<file path="src/gec_defs.svh">
`ifndef GEC_DEFS_SVH
`define GEC_DEFS_SVH

// Register byte offsets
`define GEC_OFS_PIN_LEVEL   8'h00
`define GEC_OFS_OUT_DATA    8'h04
`define GEC_OFS_DIRECTION   8'h08
`define GEC_OFS_FN_ENABLE   8'h0C
`define GEC_OFS_EDGE_CFG    8'h10
`define GEC_OFS_CNT_CFG     8'h14
`define GEC_OFS_CNT_EXPIRY  8'h18
`define GEC_OFS_CNT_VALUE   8'h1C
`define GEC_OFS_ADC_CTRL    8'h20
`define GEC_OFS_ADC_LIMITS  8'h24
`define GEC_OFS_ADC_VALUE   8'h28
`define GEC_OFS_IRQ_STATUS  8'h2C
`define GEC_OFS_IRQ_MASK    8'h30
`define GEC_OFS_WDOG        8'h34

// Field positions
`define GEC_FN_CMODE_POS    4
`define GEC_NOTIFY_RISE     0
`define GEC_NOTIFY_FALL     1
`define GEC_DEB_EN_POS      2
`define GEC_CYCLIC_POS      2
`define GEC_ADC_PER_EN      0
`define GEC_ADC_THR_EN      1
`define GEC_ADC_PER_POS     8
`define GEC_ST_EDGE_POS     0
`define GEC_ST_CNT_POS      4
`define GEC_ST_PER_POS      6
`define GEC_ST_LOW_POS      7
`define GEC_ST_HIGH_POS     10
`define GEC_WDOG_ACT_POS    0
`define GEC_WDOG_KICK_POS   1

// Reset values
`define GEC_RST_EDGE_CFG    16'h7777
`define GEC_RST_CNT_CFG     8'h77
`define GEC_RST_CNT_EXPIRY  32'h0032_0032
`define GEC_RST_ADC_CTRL    16'h0100
`define GEC_RST_ADC_LIMITS  32'hC8BE_3C32

// Timing
`define GEC_CLK_HZ          25_000_000
`define GEC_DEB_TIME_MS     40
`define GEC_ADC_TICK_S      4
`define GEC_WDOG_TIME_S     32

`endif

</file>
<file path="src/gec_pkg.sv">
package gec_pkg;

	// One Avalon-MM request from the master
	typedef struct packed
	{
		logic        read;
		logic        write;
		logic [7:0]  address;
		logic [3:0]  byteenable;
		logic [31:0] writedata;
	} gec_av_req_t;

	// Three 8-bit converter results
	typedef logic [2:0][7:0] gec_adc_vec_t;

endpackage

</file>
<file path="src/gec_gpio_monitor.sv">
`timescale 1ns/10ps
`include "gec_defs.svh"
module gec_gpio_monitor #(
	parameter int LINES       = 16,
	parameter int DEB_CYCLES  = `GEC_DEB_TIME_MS * (`GEC_CLK_HZ / 1000),
	parameter int TICK_CYCLES = `GEC_ADC_TICK_S * `GEC_CLK_HZ,
	parameter int WDOG_CYCLES = `GEC_WDOG_TIME_S * `GEC_CLK_HZ
) (
	// Clock and reset
	input  wire logic                i_clk,
	input  wire logic                i_rst,
	// Avalon-MM slave
	input  wire gec_pkg::gec_av_req_t i_av,
	output logic                     o_av_waitrequest,
	output logic [31:0]              o_av_readdata,
	// General-purpose lines
	input  wire logic [LINES-1:0]    i_gpio_in,
	output logic [LINES-1:0]         o_gpio_out,
	output logic [LINES-1:0]         o_gpio_oe,
	// Converter results, same clock
	input  wire gec_pkg::gec_adc_vec_t i_adc_result,
	// Interrupt and system restart
	output logic                     o_irq,
	output logic                     o_sys_restart
);
	import gec_pkg::*;

	localparam int DEB_W  = $clog2(DEB_CYCLES + 1);
	localparam int TICK_W = $clog2(TICK_CYCLES + 1);
	localparam int WDOG_W = $clog2(WDOG_CYCLES + 1);
	localparam int ST_W   = 13;

	// Elaboration checks
	if (LINES != 16)
		$error("gec_gpio_monitor: LINES must be 16");
	if (DEB_CYCLES < 1 || TICK_CYCLES < 1 || WDOG_CYCLES < 1)
		$error("gec_gpio_monitor: counts must be at least one cycle");

	function automatic logic [31:0] wmerge(input logic [31:0] old_v,
		input logic [31:0] new_v, input logic [3:0] be);
		logic [31:0] res;
		res = old_v;
		for (int b = 0; b < 4; b++)
			if (be[b])
				res[8*b +: 8] = new_v[8*b +: 8];
		return res;
	endfunction

	// Registers
	logic              wait_ff;
	logic [31:0]       rdata_ff;
	logic [LINES-1:0]  out_data_ff;
	logic [LINES-1:0]  dir_ff;
	logic [3:0]        fn_en_ff;
	logic [1:0]        cnt_mode_ff;
	logic [15:0]       edge_cfg_ff;
	logic [7:0]        cnt_cfg_ff;
	logic [31:0]       cnt_exp_ff;
	logic [15:0]       adc_ctrl_ff;
	logic [31:0]       adc_lim_ff;
	logic [ST_W-1:0]   status_ff;
	logic [ST_W-1:0]   mask_ff;
	logic [ST_W-1:0]   nxt_status;
	logic              irq_ff;
	logic [LINES-1:0]  sync1_ff;
	logic [LINES-1:0]  sync2_ff;
	logic [LINES-1:0]  sync3_ff;
	logic [LINES-1:0]  lvl_ff;
	logic [3:0]        filt_ff;
	logic [3:0]        prev_ff;
	logic [3:0]        rise_w;
	logic [3:0]        fall_w;
	logic [3:0]        edge_evt;
	logic [1:0]        cnt_evt;
	logic [1:0][15:0]  cnt_ff;
	logic [1:0]        cnt_clr;
	logic [TICK_W-1:0] tick_cnt_ff;
	logic              tick_ff;
	logic [7:0]        per_cnt_ff;
	logic              per_evt_ff;
	logic [2:0]        low_evt;
	logic [2:0]        high_evt;
	logic              wdog_act_ff;
	logic [WDOG_W-1:0] wdog_cnt_ff;
	logic              restart_ff;
	logic              wr_go;
	logic              rd_go;

	// Bus handshake: every access answers one cycle after it is seen
	always_ff @(posedge i_clk or posedge i_rst)
		if (i_rst)
			wait_ff <= 1'b1;
		else
			wait_ff <= ~((i_av.read | i_av.write) & wait_ff);

	assign wr_go = i_av.write & ~wait_ff;
	assign rd_go = i_av.read & ~wait_ff;
	assign cnt_clr = (wr_go && i_av.address == `GEC_OFS_CNT_VALUE) ? i_av.writedata[1:0] : 2'b00;

	// Read data prepared during the waiting cycle
	always_ff @(posedge i_clk or posedge i_rst)
		if (i_rst)
			rdata_ff <= 32'h0000_0000;
		else if (i_av.read & wait_ff)
		begin
			unique case (i_av.address)
				`GEC_OFS_PIN_LEVEL:  rdata_ff <= {16'h0000, lvl_ff};
				`GEC_OFS_OUT_DATA:   rdata_ff <= {16'h0000, out_data_ff};
				`GEC_OFS_DIRECTION:  rdata_ff <= {16'h0000, dir_ff};
				`GEC_OFS_FN_ENABLE:  rdata_ff <= {26'h0, cnt_mode_ff, fn_en_ff};
				`GEC_OFS_EDGE_CFG:   rdata_ff <= {16'h0000, edge_cfg_ff};
				`GEC_OFS_CNT_CFG:    rdata_ff <= {24'h00_0000, cnt_cfg_ff};
				`GEC_OFS_CNT_EXPIRY: rdata_ff <= cnt_exp_ff;
				`GEC_OFS_CNT_VALUE:  rdata_ff <= {cnt_ff[1], cnt_ff[0]};
				`GEC_OFS_ADC_CTRL:   rdata_ff <= {16'h0000, adc_ctrl_ff};
				`GEC_OFS_ADC_LIMITS: rdata_ff <= adc_lim_ff;
				`GEC_OFS_ADC_VALUE:  rdata_ff <= {8'h00, i_adc_result};
				`GEC_OFS_IRQ_STATUS: rdata_ff <= {19'h0, status_ff};
				`GEC_OFS_IRQ_MASK:   rdata_ff <= {19'h0, mask_ff};
				`GEC_OFS_WDOG:       rdata_ff <= {31'h0, wdog_act_ff};
				default:             rdata_ff <= 32'h0000_0000;
			endcase
		end

	// Software-written configuration
	always_ff @(posedge i_clk or posedge i_rst)
		if (i_rst)
		begin
			out_data_ff <= '0;
			dir_ff      <= '0;
			fn_en_ff    <= 4'h0;
			cnt_mode_ff <= 2'b00;
			edge_cfg_ff <= `GEC_RST_EDGE_CFG;
			cnt_cfg_ff  <= `GEC_RST_CNT_CFG;
			cnt_exp_ff  <= `GEC_RST_CNT_EXPIRY;
			adc_ctrl_ff <= `GEC_RST_ADC_CTRL;
			adc_lim_ff  <= `GEC_RST_ADC_LIMITS;
			mask_ff     <= '0;
		end
		else if (wr_go)
		begin
			unique case (i_av.address)
				`GEC_OFS_OUT_DATA:
					out_data_ff <= LINES'(wmerge({16'h0, out_data_ff}, i_av.writedata,
						i_av.byteenable));
				`GEC_OFS_DIRECTION:
					dir_ff <= LINES'(wmerge({16'h0, dir_ff}, i_av.writedata,
						i_av.byteenable));
				`GEC_OFS_FN_ENABLE:
					if (i_av.byteenable[0])
					begin
						fn_en_ff    <= i_av.writedata[3:0];
						cnt_mode_ff <= i_av.writedata[`GEC_FN_CMODE_POS +: 2];
					end
				`GEC_OFS_EDGE_CFG:
					edge_cfg_ff <= 16'(wmerge({16'h0, edge_cfg_ff}, i_av.writedata,
						i_av.byteenable));
				`GEC_OFS_CNT_CFG:
					if (i_av.byteenable[0])
						cnt_cfg_ff <= i_av.writedata[7:0];
				`GEC_OFS_CNT_EXPIRY:
					cnt_exp_ff <= wmerge(cnt_exp_ff, i_av.writedata, i_av.byteenable);
				`GEC_OFS_ADC_CTRL:
					adc_ctrl_ff <= 16'(wmerge({16'h0, adc_ctrl_ff}, i_av.writedata,
						i_av.byteenable));
				`GEC_OFS_ADC_LIMITS:
					adc_lim_ff <= wmerge(adc_lim_ff, i_av.writedata, i_av.byteenable);
				`GEC_OFS_IRQ_MASK:
					mask_ff <= ST_W'(wmerge({19'h0, mask_ff}, i_av.writedata,
						i_av.byteenable));
				default:
					;
			endcase
		end

	// Pin inputs: three flops, accept when stages two and three agree
	always_ff @(posedge i_clk or posedge i_rst)
		if (i_rst)
		begin
			sync1_ff <= '0;
			sync2_ff <= '0;
			sync3_ff <= '0;
			lvl_ff   <= '0;
		end
		else
		begin
			sync1_ff <= i_gpio_in;
			sync2_ff <= sync1_ff;
			sync3_ff <= sync2_ff;
			for (int i = 0; i < LINES; i++)
				if (sync2_ff[i] == sync3_ff[i])
					lvl_ff[i] <= sync3_ff[i];
		end

	// Edge-capable channels: index 0..3 serve lines 1, 14, 15, 16
	for (genvar k = 0; k < 4; k++)
	begin : g_edge
		localparam int PIN = (k == 0) ? 0 : k + 12;
		logic             cmode;
		logic             deb_on;
		logic [DEB_W-1:0] deb_cnt_ff;

		assign cmode  = (k == 1 || k == 2) ? cnt_mode_ff[(k == 2) ? 1 : 0] : 1'b0;
		assign deb_on = edge_cfg_ff[4*k + `GEC_DEB_EN_POS] & ~cmode;

		// Debounce filter; a bounce restarts the hold count
		always_ff @(posedge i_clk or posedge i_rst)
			if (i_rst)
			begin
				filt_ff[k] <= 1'b0;
				deb_cnt_ff <= '0;
			end
			else if (!deb_on)
			begin
				filt_ff[k] <= lvl_ff[PIN];
				deb_cnt_ff <= '0;
			end
			else if (lvl_ff[PIN] == filt_ff[k])
				deb_cnt_ff <= '0;
			else if (deb_cnt_ff == DEB_W'(DEB_CYCLES - 1))
			begin
				filt_ff[k] <= lvl_ff[PIN];
				deb_cnt_ff <= '0;
			end
			else
				deb_cnt_ff <= deb_cnt_ff + 1'b1;

		// Previous filtered level for edge detection
		always_ff @(posedge i_clk or posedge i_rst)
			if (i_rst)
				prev_ff[k] <= 1'b0;
			else
				prev_ff[k] <= filt_ff[k];

		assign rise_w[k] = filt_ff[k] & ~prev_ff[k];
		assign fall_w[k] = ~filt_ff[k] & prev_ff[k];
		// Per-edge events only outside counter mode
		assign edge_evt[k] = fn_en_ff[k] & ~cmode &
			((rise_w[k] & edge_cfg_ff[4*k + `GEC_NOTIFY_RISE]) |
			 (fall_w[k] & edge_cfg_ff[4*k + `GEC_NOTIFY_FALL]));
	end

	// Pulse counters on lines 14 and 15; unfiltered, one edge per cycle max
	for (genvar c = 0; c < 2; c++)
	begin : g_cnt
		logic        counting;
		logic        hit;
		logic [15:0] expiry;

		assign expiry   = cnt_exp_ff[16*c +: 16];
		assign counting = fn_en_ff[c+1] & cnt_mode_ff[c] &
			((rise_w[c+1] & cnt_cfg_ff[4*c + `GEC_NOTIFY_RISE]) |
			 (fall_w[c+1] & cnt_cfg_ff[4*c + `GEC_NOTIFY_FALL]));
		// A stopped one-shot counter sits at the expiry and counts no more
		assign hit = counting && expiry != 16'h0000 && cnt_ff[c] != expiry
			&& (cnt_ff[c] + 16'h0001) == expiry;
		assign cnt_evt[c] = hit;

		always_ff @(posedge i_clk or posedge i_rst)
			if (i_rst)
				cnt_ff[c] <= 16'h0000;
			else if (cnt_clr[c])
				cnt_ff[c] <= 16'h0000;
			else if (hit)
				cnt_ff[c] <= cnt_cfg_ff[4*c + `GEC_CYCLIC_POS] ? 16'h0000 : expiry;
			else if (counting && cnt_ff[c] != expiry)
				cnt_ff[c] <= cnt_ff[c] + 16'h0001;
	end

	// Converter 4 s base tick
	always_ff @(posedge i_clk or posedge i_rst)
		if (i_rst)
		begin
			tick_cnt_ff <= '0;
			tick_ff     <= 1'b0;
		end
		else if (tick_cnt_ff == TICK_W'(TICK_CYCLES - 1))
		begin
			tick_cnt_ff <= '0;
			tick_ff     <= 1'b1;
		end
		else
		begin
			tick_cnt_ff <= tick_cnt_ff + 1'b1;
			tick_ff     <= 1'b0;
		end

	// Periodic report every N ticks; N of zero treated as one
	always_ff @(posedge i_clk or posedge i_rst)
		if (i_rst)
		begin
			per_cnt_ff <= 8'h00;
			per_evt_ff <= 1'b0;
		end
		else if (!adc_ctrl_ff[`GEC_ADC_PER_EN])
		begin
			per_cnt_ff <= 8'h00;
			per_evt_ff <= 1'b0;
		end
		else if (tick_ff && (per_cnt_ff + 8'h01) >= adc_ctrl_ff[`GEC_ADC_PER_POS +: 8])
		begin
			per_cnt_ff <= 8'h00;
			per_evt_ff <= 1'b1;
		end
		else
		begin
			per_cnt_ff <= tick_ff ? per_cnt_ff + 8'h01 : per_cnt_ff;
			per_evt_ff <= 1'b0;
		end

	// Threshold watch per channel; the range gives hysteresis so one crossing reports once
	for (genvar a = 0; a < 3; a++)
	begin : g_thr
		logic       lo_arm_ff;
		logic       hi_arm_ff;
		logic       chk;
		logic [7:0] val;

		assign val = i_adc_result[a];
		assign chk = tick_ff & adc_ctrl_ff[`GEC_ADC_THR_EN];
		assign low_evt[a]  = chk & lo_arm_ff & (val < adc_lim_ff[7:0]);
		assign high_evt[a] = chk & hi_arm_ff & (val > adc_lim_ff[31:24]);

		always_ff @(posedge i_clk or posedge i_rst)
			if (i_rst)
			begin
				lo_arm_ff <= 1'b1;
				hi_arm_ff <= 1'b1;
			end
			else if (chk)
			begin
				if (low_evt[a])
					lo_arm_ff <= 1'b0;
				else if (val > adc_lim_ff[15:8])
					lo_arm_ff <= 1'b1;
				if (high_evt[a])
					hi_arm_ff <= 1'b0;
				else if (val < adc_lim_ff[23:16])
					hi_arm_ff <= 1'b1;
			end
	end

	// Sticky status: a read clears only bits it returned, and a new set wins
	always_comb
	begin
		nxt_status = status_ff;
		if (rd_go && i_av.address == `GEC_OFS_IRQ_STATUS)
			nxt_status = nxt_status & ~rdata_ff[ST_W-1:0];
		nxt_status = nxt_status | {high_evt, low_evt, per_evt_ff, cnt_evt, edge_evt};
	end

	always_ff @(posedge i_clk or posedge i_rst)
		if (i_rst)
		begin
			status_ff <= '0;
			irq_ff    <= 1'b0;
		end
		else
		begin
			status_ff <= nxt_status;
			irq_ff    <= |(nxt_status & mask_ff);
		end

	// Watchdog: cannot be switched off once active
	always_ff @(posedge i_clk or posedge i_rst)
		if (i_rst)
		begin
			wdog_act_ff <= 1'b0;
			wdog_cnt_ff <= '0;
			restart_ff  <= 1'b0;
		end
		else
		begin
			restart_ff <= 1'b0;
			if (wr_go && i_av.address == `GEC_OFS_WDOG && i_av.byteenable[0])
			begin
				if (i_av.writedata[`GEC_WDOG_ACT_POS])
					wdog_act_ff <= 1'b1;
				if (i_av.writedata[`GEC_WDOG_KICK_POS] || !wdog_act_ff)
					wdog_cnt_ff <= '0;
			end
			else if (!wdog_act_ff)
				wdog_cnt_ff <= '0;
			else if (wdog_cnt_ff == WDOG_W'(WDOG_CYCLES - 1))
			begin
				wdog_cnt_ff <= '0;
				restart_ff  <= 1'b1;
			end
			else
				wdog_cnt_ff <= wdog_cnt_ff + 1'b1;
		end

	// Outputs straight from flops
	assign o_av_waitrequest = wait_ff;
	assign o_av_readdata    = rdata_ff;
	assign o_gpio_out       = out_data_ff;
	assign o_gpio_oe        = dir_ff;
	assign o_irq            = irq_ff;
	assign o_sys_restart    = restart_ff;

endmodule

</file>
<file path="config.mk">
export PLATFORM = sky130hd
export DESIGN_NAME = gec_gpio_monitor
export DESIGN_NICKNAME = d
export VERILOG_FILES = /design/src/gec_pkg.sv /design/src/gec_gpio_monitor.sv
export VERILOG_INCLUDE_DIRS = /design/src
export SDC_FILE = /design/constraint.sdc
export NUM_CORES = 1
export LEC_CHECK = 0
export ABC_AREA = 0
export BUFFER_PORTS_ARGS = -buffer_cell sky130_fd_sc_hd__clkbuf_2
export CELL_PAD_IN_SITES_DETAIL_PLACEMENT = 2
export CELL_PAD_IN_SITES_GLOBAL_PLACEMENT = 2
export CORE_MARGIN = 2
export CORE_UTILIZATION = 37
export DETAILED_ROUTE_END_ITERATION = 10
export PLACE_DENSITY = 0.79
export SYNTH_ARGS = -nofsm -noshare
export SYNTH_HDL_FRONTEND = slang
export SYNTH_SLANG_ARGS = --single-unit
</file>
<file path="constraint.sdc">
create_clock -name i_clk -period 16.1 [get_ports i_clk]
set_clock_uncertainty 0.1 [all_clocks]
set_input_delay 3.22 -clock i_clk [delete_from_list [all_inputs] [get_ports i_clk]]
set_output_delay 3.22 -clock i_clk [all_outputs]
set_load 0.02 [all_outputs]
</file>
==> results of run 1 <==
[cell usage after synthesis, drive strengths merged (10+ instances only)]
library cell,number
a221oi,37
a21oi,50
a21o,29
nand4,51
a22o,52
or2,10
dfstp,48
nand2,169
nand3,122
nor2,199
maj3,16
buf,31
nor3,37
nand3b,20
nor2b,21
a222oi,13
and3,31
clkbuf,61
or3,11
ha,107
dfrtp,413
a22oi,45
mux2,165
nand2b,22
xnor2,91
inv,64
a211oi,11
nor4,32
xor2,82
o21ai,101
o211ai,10
[layer usage]
layer | vias up | share of wire
met3 | 188 | 0.055
met1 | 10400 | 0.41
met5 | - | 0
met2 | 612 | 0.49
met4 | 0 | 0.038
li1 | 8527 | -
[placed cells by master (no fill, tap or decap), types with 9 or more instances in the layout]
cell                          n
sky130_fd_sc_hd__or3_1       11
sky130_fd_sc_hd__o31ai_1      9
sky130_fd_sc_hd__a22o_1      52
sky130_fd_sc_hd__nand2b_1    22
sky130_fd_sc_hd__clkbuf_16   52
sky130_fd_sc_hd__dfstp_2     48
sky130_fd_sc_hd__nor2_1     191
sky130_fd_sc_hd__a222oi_1    13
sky130_fd_sc_hd__and4_1       9
sky130_fd_sc_hd__xnor2_1     91
sky130_fd_sc_hd__a21o_1      29
sky130_fd_sc_hd__dfrtp_1    413
sky130_fd_sc_hd__mux2_2     165
sky130_fd_sc_hd__clkbuf_2   154
sky130_fd_sc_hd__inv_1       63
sky130_fd_sc_hd__nor4_1      28
sky130_fd_sc_hd__a211oi_1    10
sky130_fd_sc_hd__clkinv_2    18
sky130_fd_sc_hd__nand3b_1    20
sky130_fd_sc_hd__nand2_1    168
sky130_fd_sc_hd__or2_2       10
sky130_fd_sc_hd__nand3_1    120
sky130_fd_sc_hd__a22oi_1     45
sky130_fd_sc_hd__clkbuf_8     9
sky130_fd_sc_hd__and3_1      31
sky130_fd_sc_hd__a221oi_1    37
sky130_fd_sc_hd__o21ai_0    100
sky130_fd_sc_hd__xor2_1      82
sky130_fd_sc_hd__buf_4       21
sky130_fd_sc_hd__ha_1       107
sky130_fd_sc_hd__o211ai_1    10
sky130_fd_sc_hd__nor2b_1     20
sky130_fd_sc_hd__nor3_1      37
sky130_fd_sc_hd__nand4_1     51
sky130_fd_sc_hd__a21oi_1     50
sky130_fd_sc_hd__maj3_1      16
[worst max path at each step]
| stage | startpoint | to | slack, ps | depth (start not counted) |
|---|---|---|---|---|
| after CTS | i_rst | wdog_cnt_ff[5]$_DFFE_PP0P_ | 10180 | 5 |
| after global routing | i_rst | wdog_cnt_ff[5]$_DFFE_PP0P_ | 9810 | 5 |
| after floorplan | i_rst | adc_ctrl_ff[0]$_DFFE_PP0P_ | 6 | 1 |
| final | i_rst | wdog_cnt_ff[5]$_DFFE_PP0P_ | 10260 | 5 |
| after detailed placement | i_rst | lvl_ff[11]$_DFFE_PP0N_ | 9540 | 5 |
| after global placement | i_rst | lvl_ff[11]$_DFFE_PP0N_ | 9620 | 5 |
[sequential cells by signal, indices dropped and copies added (netlist names), 8 cells and up]
name               flops
cnt_exp_ff            32
sync2_ff              16
tick_cnt_ff           27
o_gpio_out            16
g_edge.deb_cnt_ff     80
wdog_cnt_ff           30
sync3_ff              16
mask_ff               13
sync1_ff              16
status_ff             13
cnt_cfg_ff             8
edge_cfg_ff           16
per_cnt_ff             8
adc_ctrl_ff           16
o_gpio_oe             16
o_av_readdata         32
lvl_ff                16
cnt_ff                32
adc_lim_ff            32
[power by group through the flow]
stage | logic, mW | clock network, mW | registers [mW]
finish | 0.132 | 1.25 | 1.20
global route | 0.144 | 1.32 | 1.20
CTS | 0.132 | 1.27 | 1.20
detailed placement | 0.130 | 0 | 1.22
global placement | 0.121 | 0 | 1.22
floorplan | 0.0681 | 0 | 1.21
[through the flow]
step / cell area, um2 / power [mW] / hold WS (ps) / util / setup WS [ps]
5_1_grt: 27500 / 2.66 / 257 / 0.427 / 9810
3_3_place_gp: 25700 / 1.34 / 238 / 0.399 / 9620
6_report: 27500 / 2.58 / 247 / 0.427 / 10260
4_1_cts: 27500 / 2.61 / 251 / 0.427 / 10180
2_1_floorplan: 24000 / 1.28 / 231 / - / 5.53
3_5_place_dp: 25700 / 1.35 / 236 / 0.399 / 9540
[cell families (layout without fill, tap and decap cells)]
logic type,after synthesis,count (layout),share of synthesized area
multiplexers,169,169,0.0790
adder cells (fa/ha/maj),123,123,0.0624
flip-flops,461,461,0.482
AND/OR/NAND/NOR,773,773,0.163
XOR/XNOR,175,175,0.0649
AO/OA/AOI/OAI,414,414,0.122
other,0,1,0
buffers and inverters,156,336,0.0264
[cell type report]
cell class	count	area, um2	share of cell area
timing repair buffer	176	948	0.0345
clock inverter	28	313	0.0114
sequential	461	11600	0.422
antenna	1	2.50	0.0000911
clock buffer	68	1450	0.0529
inverter	64	248	0.00902
multi-input combinational	1654	11800	0.431
tap	855	1070	0.0390
[worst reg2reg max path, delay by kind of cell, from the launching register on]
kind | cells | cell delay, ps
flip-flops | 1 | 570
AO/OA/AOI/OAI | 3 | 470
AND/OR/NAND/NOR | 4 | 2190
XOR/XNOR | 1 | 200
adder cells (fa/ha/maj) | 1 | 340
==> results.sh, run 1 <==
export IMPL_wirelength_um=91000
export IMPL_crit_buf_inv=5
export IMPL_drt_pre_antenna_iters=5
export IMPL_critical_path_max_fanout=159
export IMPL_reg2reg_depth=9
export IMPL_finalMaxSlewViolations=0
export IMPL_category_of_the_critical_setup_timing_path="in -> async"
export IMPL_internal_power_mw=1.95
export IMPL_max_slew_margin=0.124
export IMPL_synth_area_leaders="sky130_fd_sc_hd__dfrtp_1 (43%), sky130_fd_sc_hd__mux2_2 (7.7%), sky130_fd_sc_hd__ha_1 (5.6%)"
export IMPL_cp_arrival_ps=6400
export IMPL_synth_seq_area_share=0.482
export IMPL_final_nets=2603
export IMPL_cts_resized=0
export IMPL_ant_nets=0
export IMPL_syn_area_mm2=0.0240
export IMPL_final_layout_size_suffix_gt1_frac=0.208
export IMPL_antenna_found_initial=2
export IMPL_worst_slew_pin_transition_ps=1310
export IMPL_grt_most_used_layer="met2"
export IMPL_starting_density=0.374
export IMPL_dr_total_vias=19800
export IMPL_synth_fp_nets=2466
export IMPL_hpwl_um=64800
export IMPL_tritoncts="built"
export IMPL_synth_warnings=0
export IMPL_timing_final_setup_violations=0
export IMPL_vias_per_std_cell=5.98
export IMPL_cts_setup_buffers=0
export IMPL_synth_largest_area_cell="sky130_fd_sc_hd__dfrtp_1"
export IMPL_stdcell_count=3307
export IMPL_worstSetupEndpointType="asynchronous set/reset pin"
export IMPL_wire_per_inst_um=27.5
export IMPL_grt_pass1_vias=22300
export IMPL_die_y_um=259
export IMPL_setup_repair_after_global_routing_missed_its_margin="no"
export IMPL_sequential_fraction_of_design_power=0.466
export IMPL_worst_path_max_delay_cell="sky130_fd_sc_hd__buf_4"
export IMPL_insertion_delay_ps=620
export IMPL_drt_iter0_drc=1481
export IMPL_crit_top_cell="sky130_fd_sc_hd__buf_4"
export IMPL_fillers=6718
export IMPL_ctsLongestPathBuffers=3
export IMPL_cts_inserted_buffers=51
export IMPL_power_switching_fraction=0.244
export IMPL_synthesized_netlist_cell_count=2271
export IMPL_yosys_area_top_type_share=0.430
export IMPL_dpl_cell_count=3210
export IMPL_syn_to_final_growth_pct=14.2
export IMPL_max_cap_violations=0
export IMPL_r2r_start="cnt_ff[0]$_DFFE_PP0P_"
export IMPL_achievable_frequency_mhz=171
export IMPL_leakage_nw=12.0
export IMPL_min_delay_start="sync1_ff[11]$_DFF_PP0_"
export IMPL_globalRouteMet1Util=0.343
export IMPL_quantity_of_hold_fixing_buffers_added_after_cts=0
export IMPL_power_share_combinational=0.051
export IMPL_hold_violations=0
export IMPL_final_worst_path_period_share=0.363
export IMPL_cp_start_kind="input port"
export IMPL_io_pins=155
export IMPL_drcViolationCount=0
export IMPL_p_clk_frac=0.483
export IMPL_regToRegEndpoint="cnt_ff[13]$_DFFE_PP0P_"
export IMPL_global_route_overflow_total=0
export IMPL_synth_avg_cell_area_um2=10.6
export IMPL_largest_net_degree_at_the_start_of_global_routing=160
export IMPL_totalNegativeSetupSlack_ps=0
export IMPL_run_status="complete, no violations"
export IMPL_port_buffer_count=154
export IMPL_dieArea_mm2=0.0670
export IMPL_holdCritPathClass="reg -> reg"
export IMPL_hold_critical_path_endpoint="sync2_ff[11]$_DFF_PP0_"
export IMPL_groute_layer_met2_usage=0.465
export IMPL_synth_main_ff_cell="sky130_fd_sc_hd__dfrtp_1"
export IMPL_clkSinkCount=461
export IMPL_async_reset_ff_frac=1.00
export IMPL_vdd_ir_drop_max_v=0.0000815
export IMPL_net_switching_power_mw=0.631
export IMPL_setup_reg_to_reg_worst_slack_ps=12140
export IMPL_yosys_cell_types_count=79
export IMPL_power_density_mw_per_mm2=94.1
export IMPL_coreArea_mm2=0.0643
export IMPL_worstPathCellList="clkbuf_2, inv_8, buf_12, buf_4, buf_4"
export IMPL_cpLargestDelayFamily="buffers and inverters"
export IMPL_timing_final_crit_period_ps=5840
export IMPL_routabilityCongestion=0.902
export IMPL_postSynthRegisterBits=461
export IMPL_cp_slowest_stage_delay_ps=820
export IMPL_worst_ep_required_time_ps=16660
export IMPL_wire_length_of_the_first_global_routing_pass_um=139000
export IMPL_num_rows=93
export IMPL_clkTransAtPathRegs_ps=60
export IMPL_grt_use_total=0.272
export IMPL_floorplan_die_width_um=259
export IMPL_grt_util_met3=0.0430
export IMPL_min_path_cells=0
export IMPL_clock_tree_root_cell="sky130_fd_sc_hd__clkbuf_16"
export IMPL_cts_max_level=2
export IMPL_count_of_flip_flops_with_a_built_in_enable_after_synthesis=0
(Power assumes the default switching activity.)
==> run 2: changes to the inputs <==
--- a/config.mk
+++ b/config.mk
@@ -6,14 +6,14 @@
 export SDC_FILE = /design/constraint.sdc
 export NUM_CORES = 1
 export LEC_CHECK = 0
-export ABC_AREA = 0
+export ABC_AREA = 1
 export BUFFER_PORTS_ARGS = -buffer_cell sky130_fd_sc_hd__clkbuf_2
 export CELL_PAD_IN_SITES_DETAIL_PLACEMENT = 2
 export CELL_PAD_IN_SITES_GLOBAL_PLACEMENT = 2
 export CORE_MARGIN = 2
-export CORE_UTILIZATION = 37
+export CORE_UTILIZATION = 33
 export DETAILED_ROUTE_END_ITERATION = 10
-export PLACE_DENSITY = 0.79
+export PLACE_DENSITY = 0.78
 export SYNTH_ARGS = -nofsm -noshare
 export SYNTH_HDL_FRONTEND = slang
 export SYNTH_SLANG_ARGS = --single-unit
==> constraint.sdc (replaced) <==
create_clock -name i_clk -period 4.7 [get_ports i_clk]
set_clock_uncertainty 0.1 [all_clocks]
set_input_delay 0.94 -clock i_clk [delete_from_list [all_inputs] [get_ports i_clk]]
set_output_delay 0.94 -clock i_clk [all_outputs]
set_load 0.02 [all_outputs]
==> results.sh, run 2 <==
export IMPL_syn_to_final_growth_pct=15.3
export IMPL_dieArea_mm2=0.0773
export IMPL_power_density_mw_per_mm2=318
export IMPL_final_nets=3489
export IMPL_critical_path_max_fanout=33
export IMPL_cp_arrival_ps=3780
export IMPL_global_route_overflow_total=0
export IMPL_hpwl_um=75200
export IMPL_final_worst_path_period_share=0.718
export IMPL_num_rows=100
export IMPL_synth_main_ff_cell="sky130_fd_sc_hd__dfrtp_1"
export IMPL_final_critical_path_setup_slack_ps=1330
export IMPL_synth_fp_nets=3328
export IMPL_synthMostInstantiatedCell="sky130_fd_sc_hd__nand2_1"
export IMPL_min_delay_start="sync1_ff[14]$_DFF_PP0_"
export IMPL_port_buffer_count=154
export IMPL_drt_iter0_drc=1413
export IMPL_drcViolationCount=0
export IMPL_die_y_um=278
export IMPL_synth_largest_area_cell="sky130_fd_sc_hd__dfrtp_1"
export IMPL_worstSetupEndpointType="register"
export IMPL_power_switching_fraction=0.254
export IMPL_worst_ep_required_time_ps=5100
export IMPL_io_pins=155
export IMPL_sequential_fraction_of_design_power=0.452
export IMPL_vdd_ir_drop_max_v=0.000268
export IMPL_reg2reg_depth=11
export IMPL_clkTransAtPathRegs_ps=60
export IMPL_run_status="complete, no violations"
export IMPL_wire_length_of_the_first_global_routing_pass_um=155000
export IMPL_final_layout_size_suffix_gt1_frac=0.104
export IMPL_wire_per_inst_um=23.2
export IMPL_largest_register_ff_count=80
export IMPL_insertion_delay_ps=650
export IMPL_ctsLongestPathBuffers=3
export IMPL_worst_slew_pin_transition_ps=1090
export IMPL_net_switching_power_mw=2.31
export IMPL_postSynthRegisterBits=461
export IMPL_p_clk_frac=0.491
export IMPL_cts_inserted_buffers=54
export IMPL_grt_pass1_vias=25900
export IMPL_wirelength_um=100000
export IMPL_diodes=0
export IMPL_worstPathCellList="inv_1, nor3_1, nand2_1, nor2_1, nand2_1, nand2_1, nand2_1, nor2_1, nand3_2, o211ai_1, nand2_1"
export IMPL_clkSinkCount=461
export IMPL_timing_final_crit_period_ps=3370
export IMPL_power_total_mw=9.09
export IMPL_synth_seq_area_share=0.468
export IMPL_drt_pre_antenna_iters=7
export IMPL_internal_power_mw=6.78
export IMPL_min_path_cells=0
export IMPL_crit_top_cell="sky130_fd_sc_hd__nand2_1"
export IMPL_final_common_cell="sky130_fd_sc_hd__nand2_1"
export IMPL_highest_count_cells_in_the_layout_ignoring_fill_and_taps="sky130_fd_sc_hd__nand2_1 (875), sky130_fd_sc_hd__dfrtp_1 (413), sky130_fd_sc_hd__inv_1 (357)"
export IMPL_floorplan_die_width_um=278
export IMPL_hold_slack_ps=248
export IMPL_tritoncts="built"
export IMPL_setup_reg_to_reg_worst_slack_ps=1330
export IMPL_setup_repair_after_global_routing_missed_its_margin="no"
export IMPL_starting_density=0.333
export IMPL_cp_start_kind="register"
export IMPL_routabilityCongestion=0.900
export IMPL_regToRegEndpoint="cnt_ff[28]$_DFFE_PP0P_"
export IMPL_hold_critical_path_endpoint="sync2_ff[14]$_DFF_PP0_"
export IMPL_hold_violations=0
export IMPL_syn_area_mm2=0.0248
export IMPL_cts_max_level=2
export IMPL_clock_tree_root_cell="sky130_fd_sc_hd__clkbuf_16"
export IMPL_synth_avg_cell_area_um2=7.91
export IMPL_cp_slowest_stage_delay_ps=660
export IMPL_totalNegativeSetupSlack_ps=0
export IMPL_largest_net_degree_at_the_start_of_global_routing=103
export IMPL_yosys_cell_types_count=54
export IMPL_cts_setup_buffers=0
export IMPL_max_cap_violations=0
export IMPL_cts_resized=0
export IMPL_yosys_area_top_type_share=0.417
export IMPL_synthesized_netlist_cell_count=3133
export IMPL_dr_total_vias=23300
export IMPL_quantity_of_hold_fixing_buffers_added_after_cts=0
export IMPL_worst_path_max_delay_cell="sky130_fd_sc_hd__nand3_2"
export IMPL_synth_warnings=0
export IMPL_max_flop_register="g_edge.deb_cnt_ff"
export IMPL_max_slew_margin=0.273
export IMPL_synth_area_leaders="sky130_fd_sc_hd__dfrtp_1 (42%), sky130_fd_sc_hd__nand2_1 (13%), sky130_fd_sc_hd__o21ai_0 (5.5%)"
export IMPL_grt_use_total=0.259
export IMPL_count_of_flip_flops_with_a_built_in_enable_after_synthesis=0
export IMPL_timing_final_setup_violations=0
export IMPL_pre_cts_ws_ps=962
export IMPL_postLayoutCoreUtil=0.384
export IMPL_async_reset_ff_frac=1.00
export IMPL_synth_cells_most_frequent="sky130_fd_sc_hd__nand2_1 (875), sky130_fd_sc_hd__dfrtp_1 (413), sky130_fd_sc_hd__inv_1 (358)"
export IMPL_r2r_start="cnt_ff[23]$_DFFE_PP0P_"
export IMPL_power_share_combinational=0.056
export IMPL_leakage_nw=13.2
export IMPL_coreArea_mm2=0.0744
export IMPL_holdCritPathClass="reg -> reg"
export IMPL_category_of_the_critical_setup_timing_path="reg -> reg"
export IMPL_achievable_frequency_mhz=296
export IMPL_vias_per_std_cell=5.41
export IMPL_antenna_found_initial=1
export IMPL_finalMaxSlewViolations=0
export IMPL_ant_nets=0
[run 2: worst max-delay path by stage]
stage / startpoint / slack [ps] / end
floorplan: i_rst / -2540 / adc_ctrl_ff[0]$_DFFE_PP0P_
global placement: i_av[37] / 1150 / wdog_cnt_ff[17]$_DFFE_PP0P_
detailed placement: i_av[43] / 960 / wdog_cnt_ff[17]$_DFFE_PP0P_
CTS: cnt_ff[16]$_DFFE_PP0P_ / 1340 / cnt_ff[28]$_DFFE_PP0P_
global route: cnt_ff[16]$_DFFE_PP0P_ / 1040 / cnt_ff[28]$_DFFE_PP0P_
finish: cnt_ff[23]$_DFFE_PP0P_ / 1330 / cnt_ff[28]$_DFFE_PP0P_
[run 2: worst max-delay path: cells and delay by family (launching register included)]
family                 cells  cell delay (ps)
AO/OA/AOI/OAI              1              510
flip-flops                 1              540
AND/OR/NAND/NOR            9             1910
buffers and inverters      1              190
[run 2: area by class of cell]
class	instances	area, um2
clock buffers	80	1530
clock inverters	22	328
fillers	8542	45900
inverters	367	1380
multi-input cells	2225	11500
flip-flops and latches	461	11600
well taps	969	1210
repair buffers	185	1040
[run 2: power by group through the flow]
stage | clock network, mW | registers [mW] | logic [mW]
2_1_floorplan | 0 | 4.16 | 0.265
3_3_place_gp | 0 | 4.18 | 0.478
3_5_place_dp | 0 | 4.18 | 0.512
4_1_cts | 4.56 | 4.11 | 0.517
5_1_grt | 4.72 | 4.12 | 0.571
6_report | 4.47 | 4.11 | 0.512
[run 2: layer usage]
metal	up-vias	GRT usage	wire [um]
li1	10600	-	-
met1	12000	0.336	43900
met4	0	0.0869	3340
met5	-	0	0
met3	187	0.0520	5890
met2	561	0.432	47100
[run 2: cells by family (layout without fill, tap and decap cells)]
kind of cell	count (synthesis)	after routing	share of synthesized area
compound gates	538	538	0.124
buf+inv	447	654	0.0690
fa+ha+maj	123	123	0.0605
flops	461	461	0.468
xor+xnor	85	85	0.0303
simple gates	1479	1479	0.248
[run 2: stage by stage]
step / std cells / cell area, um2
floorplan: 3133 / 24800
global placement: 4207 / 26700
detailed placement: 4207 / 26700
CTS: 4309 / 28600
global route: 4309 / 28600
finish: 4309 / 28600
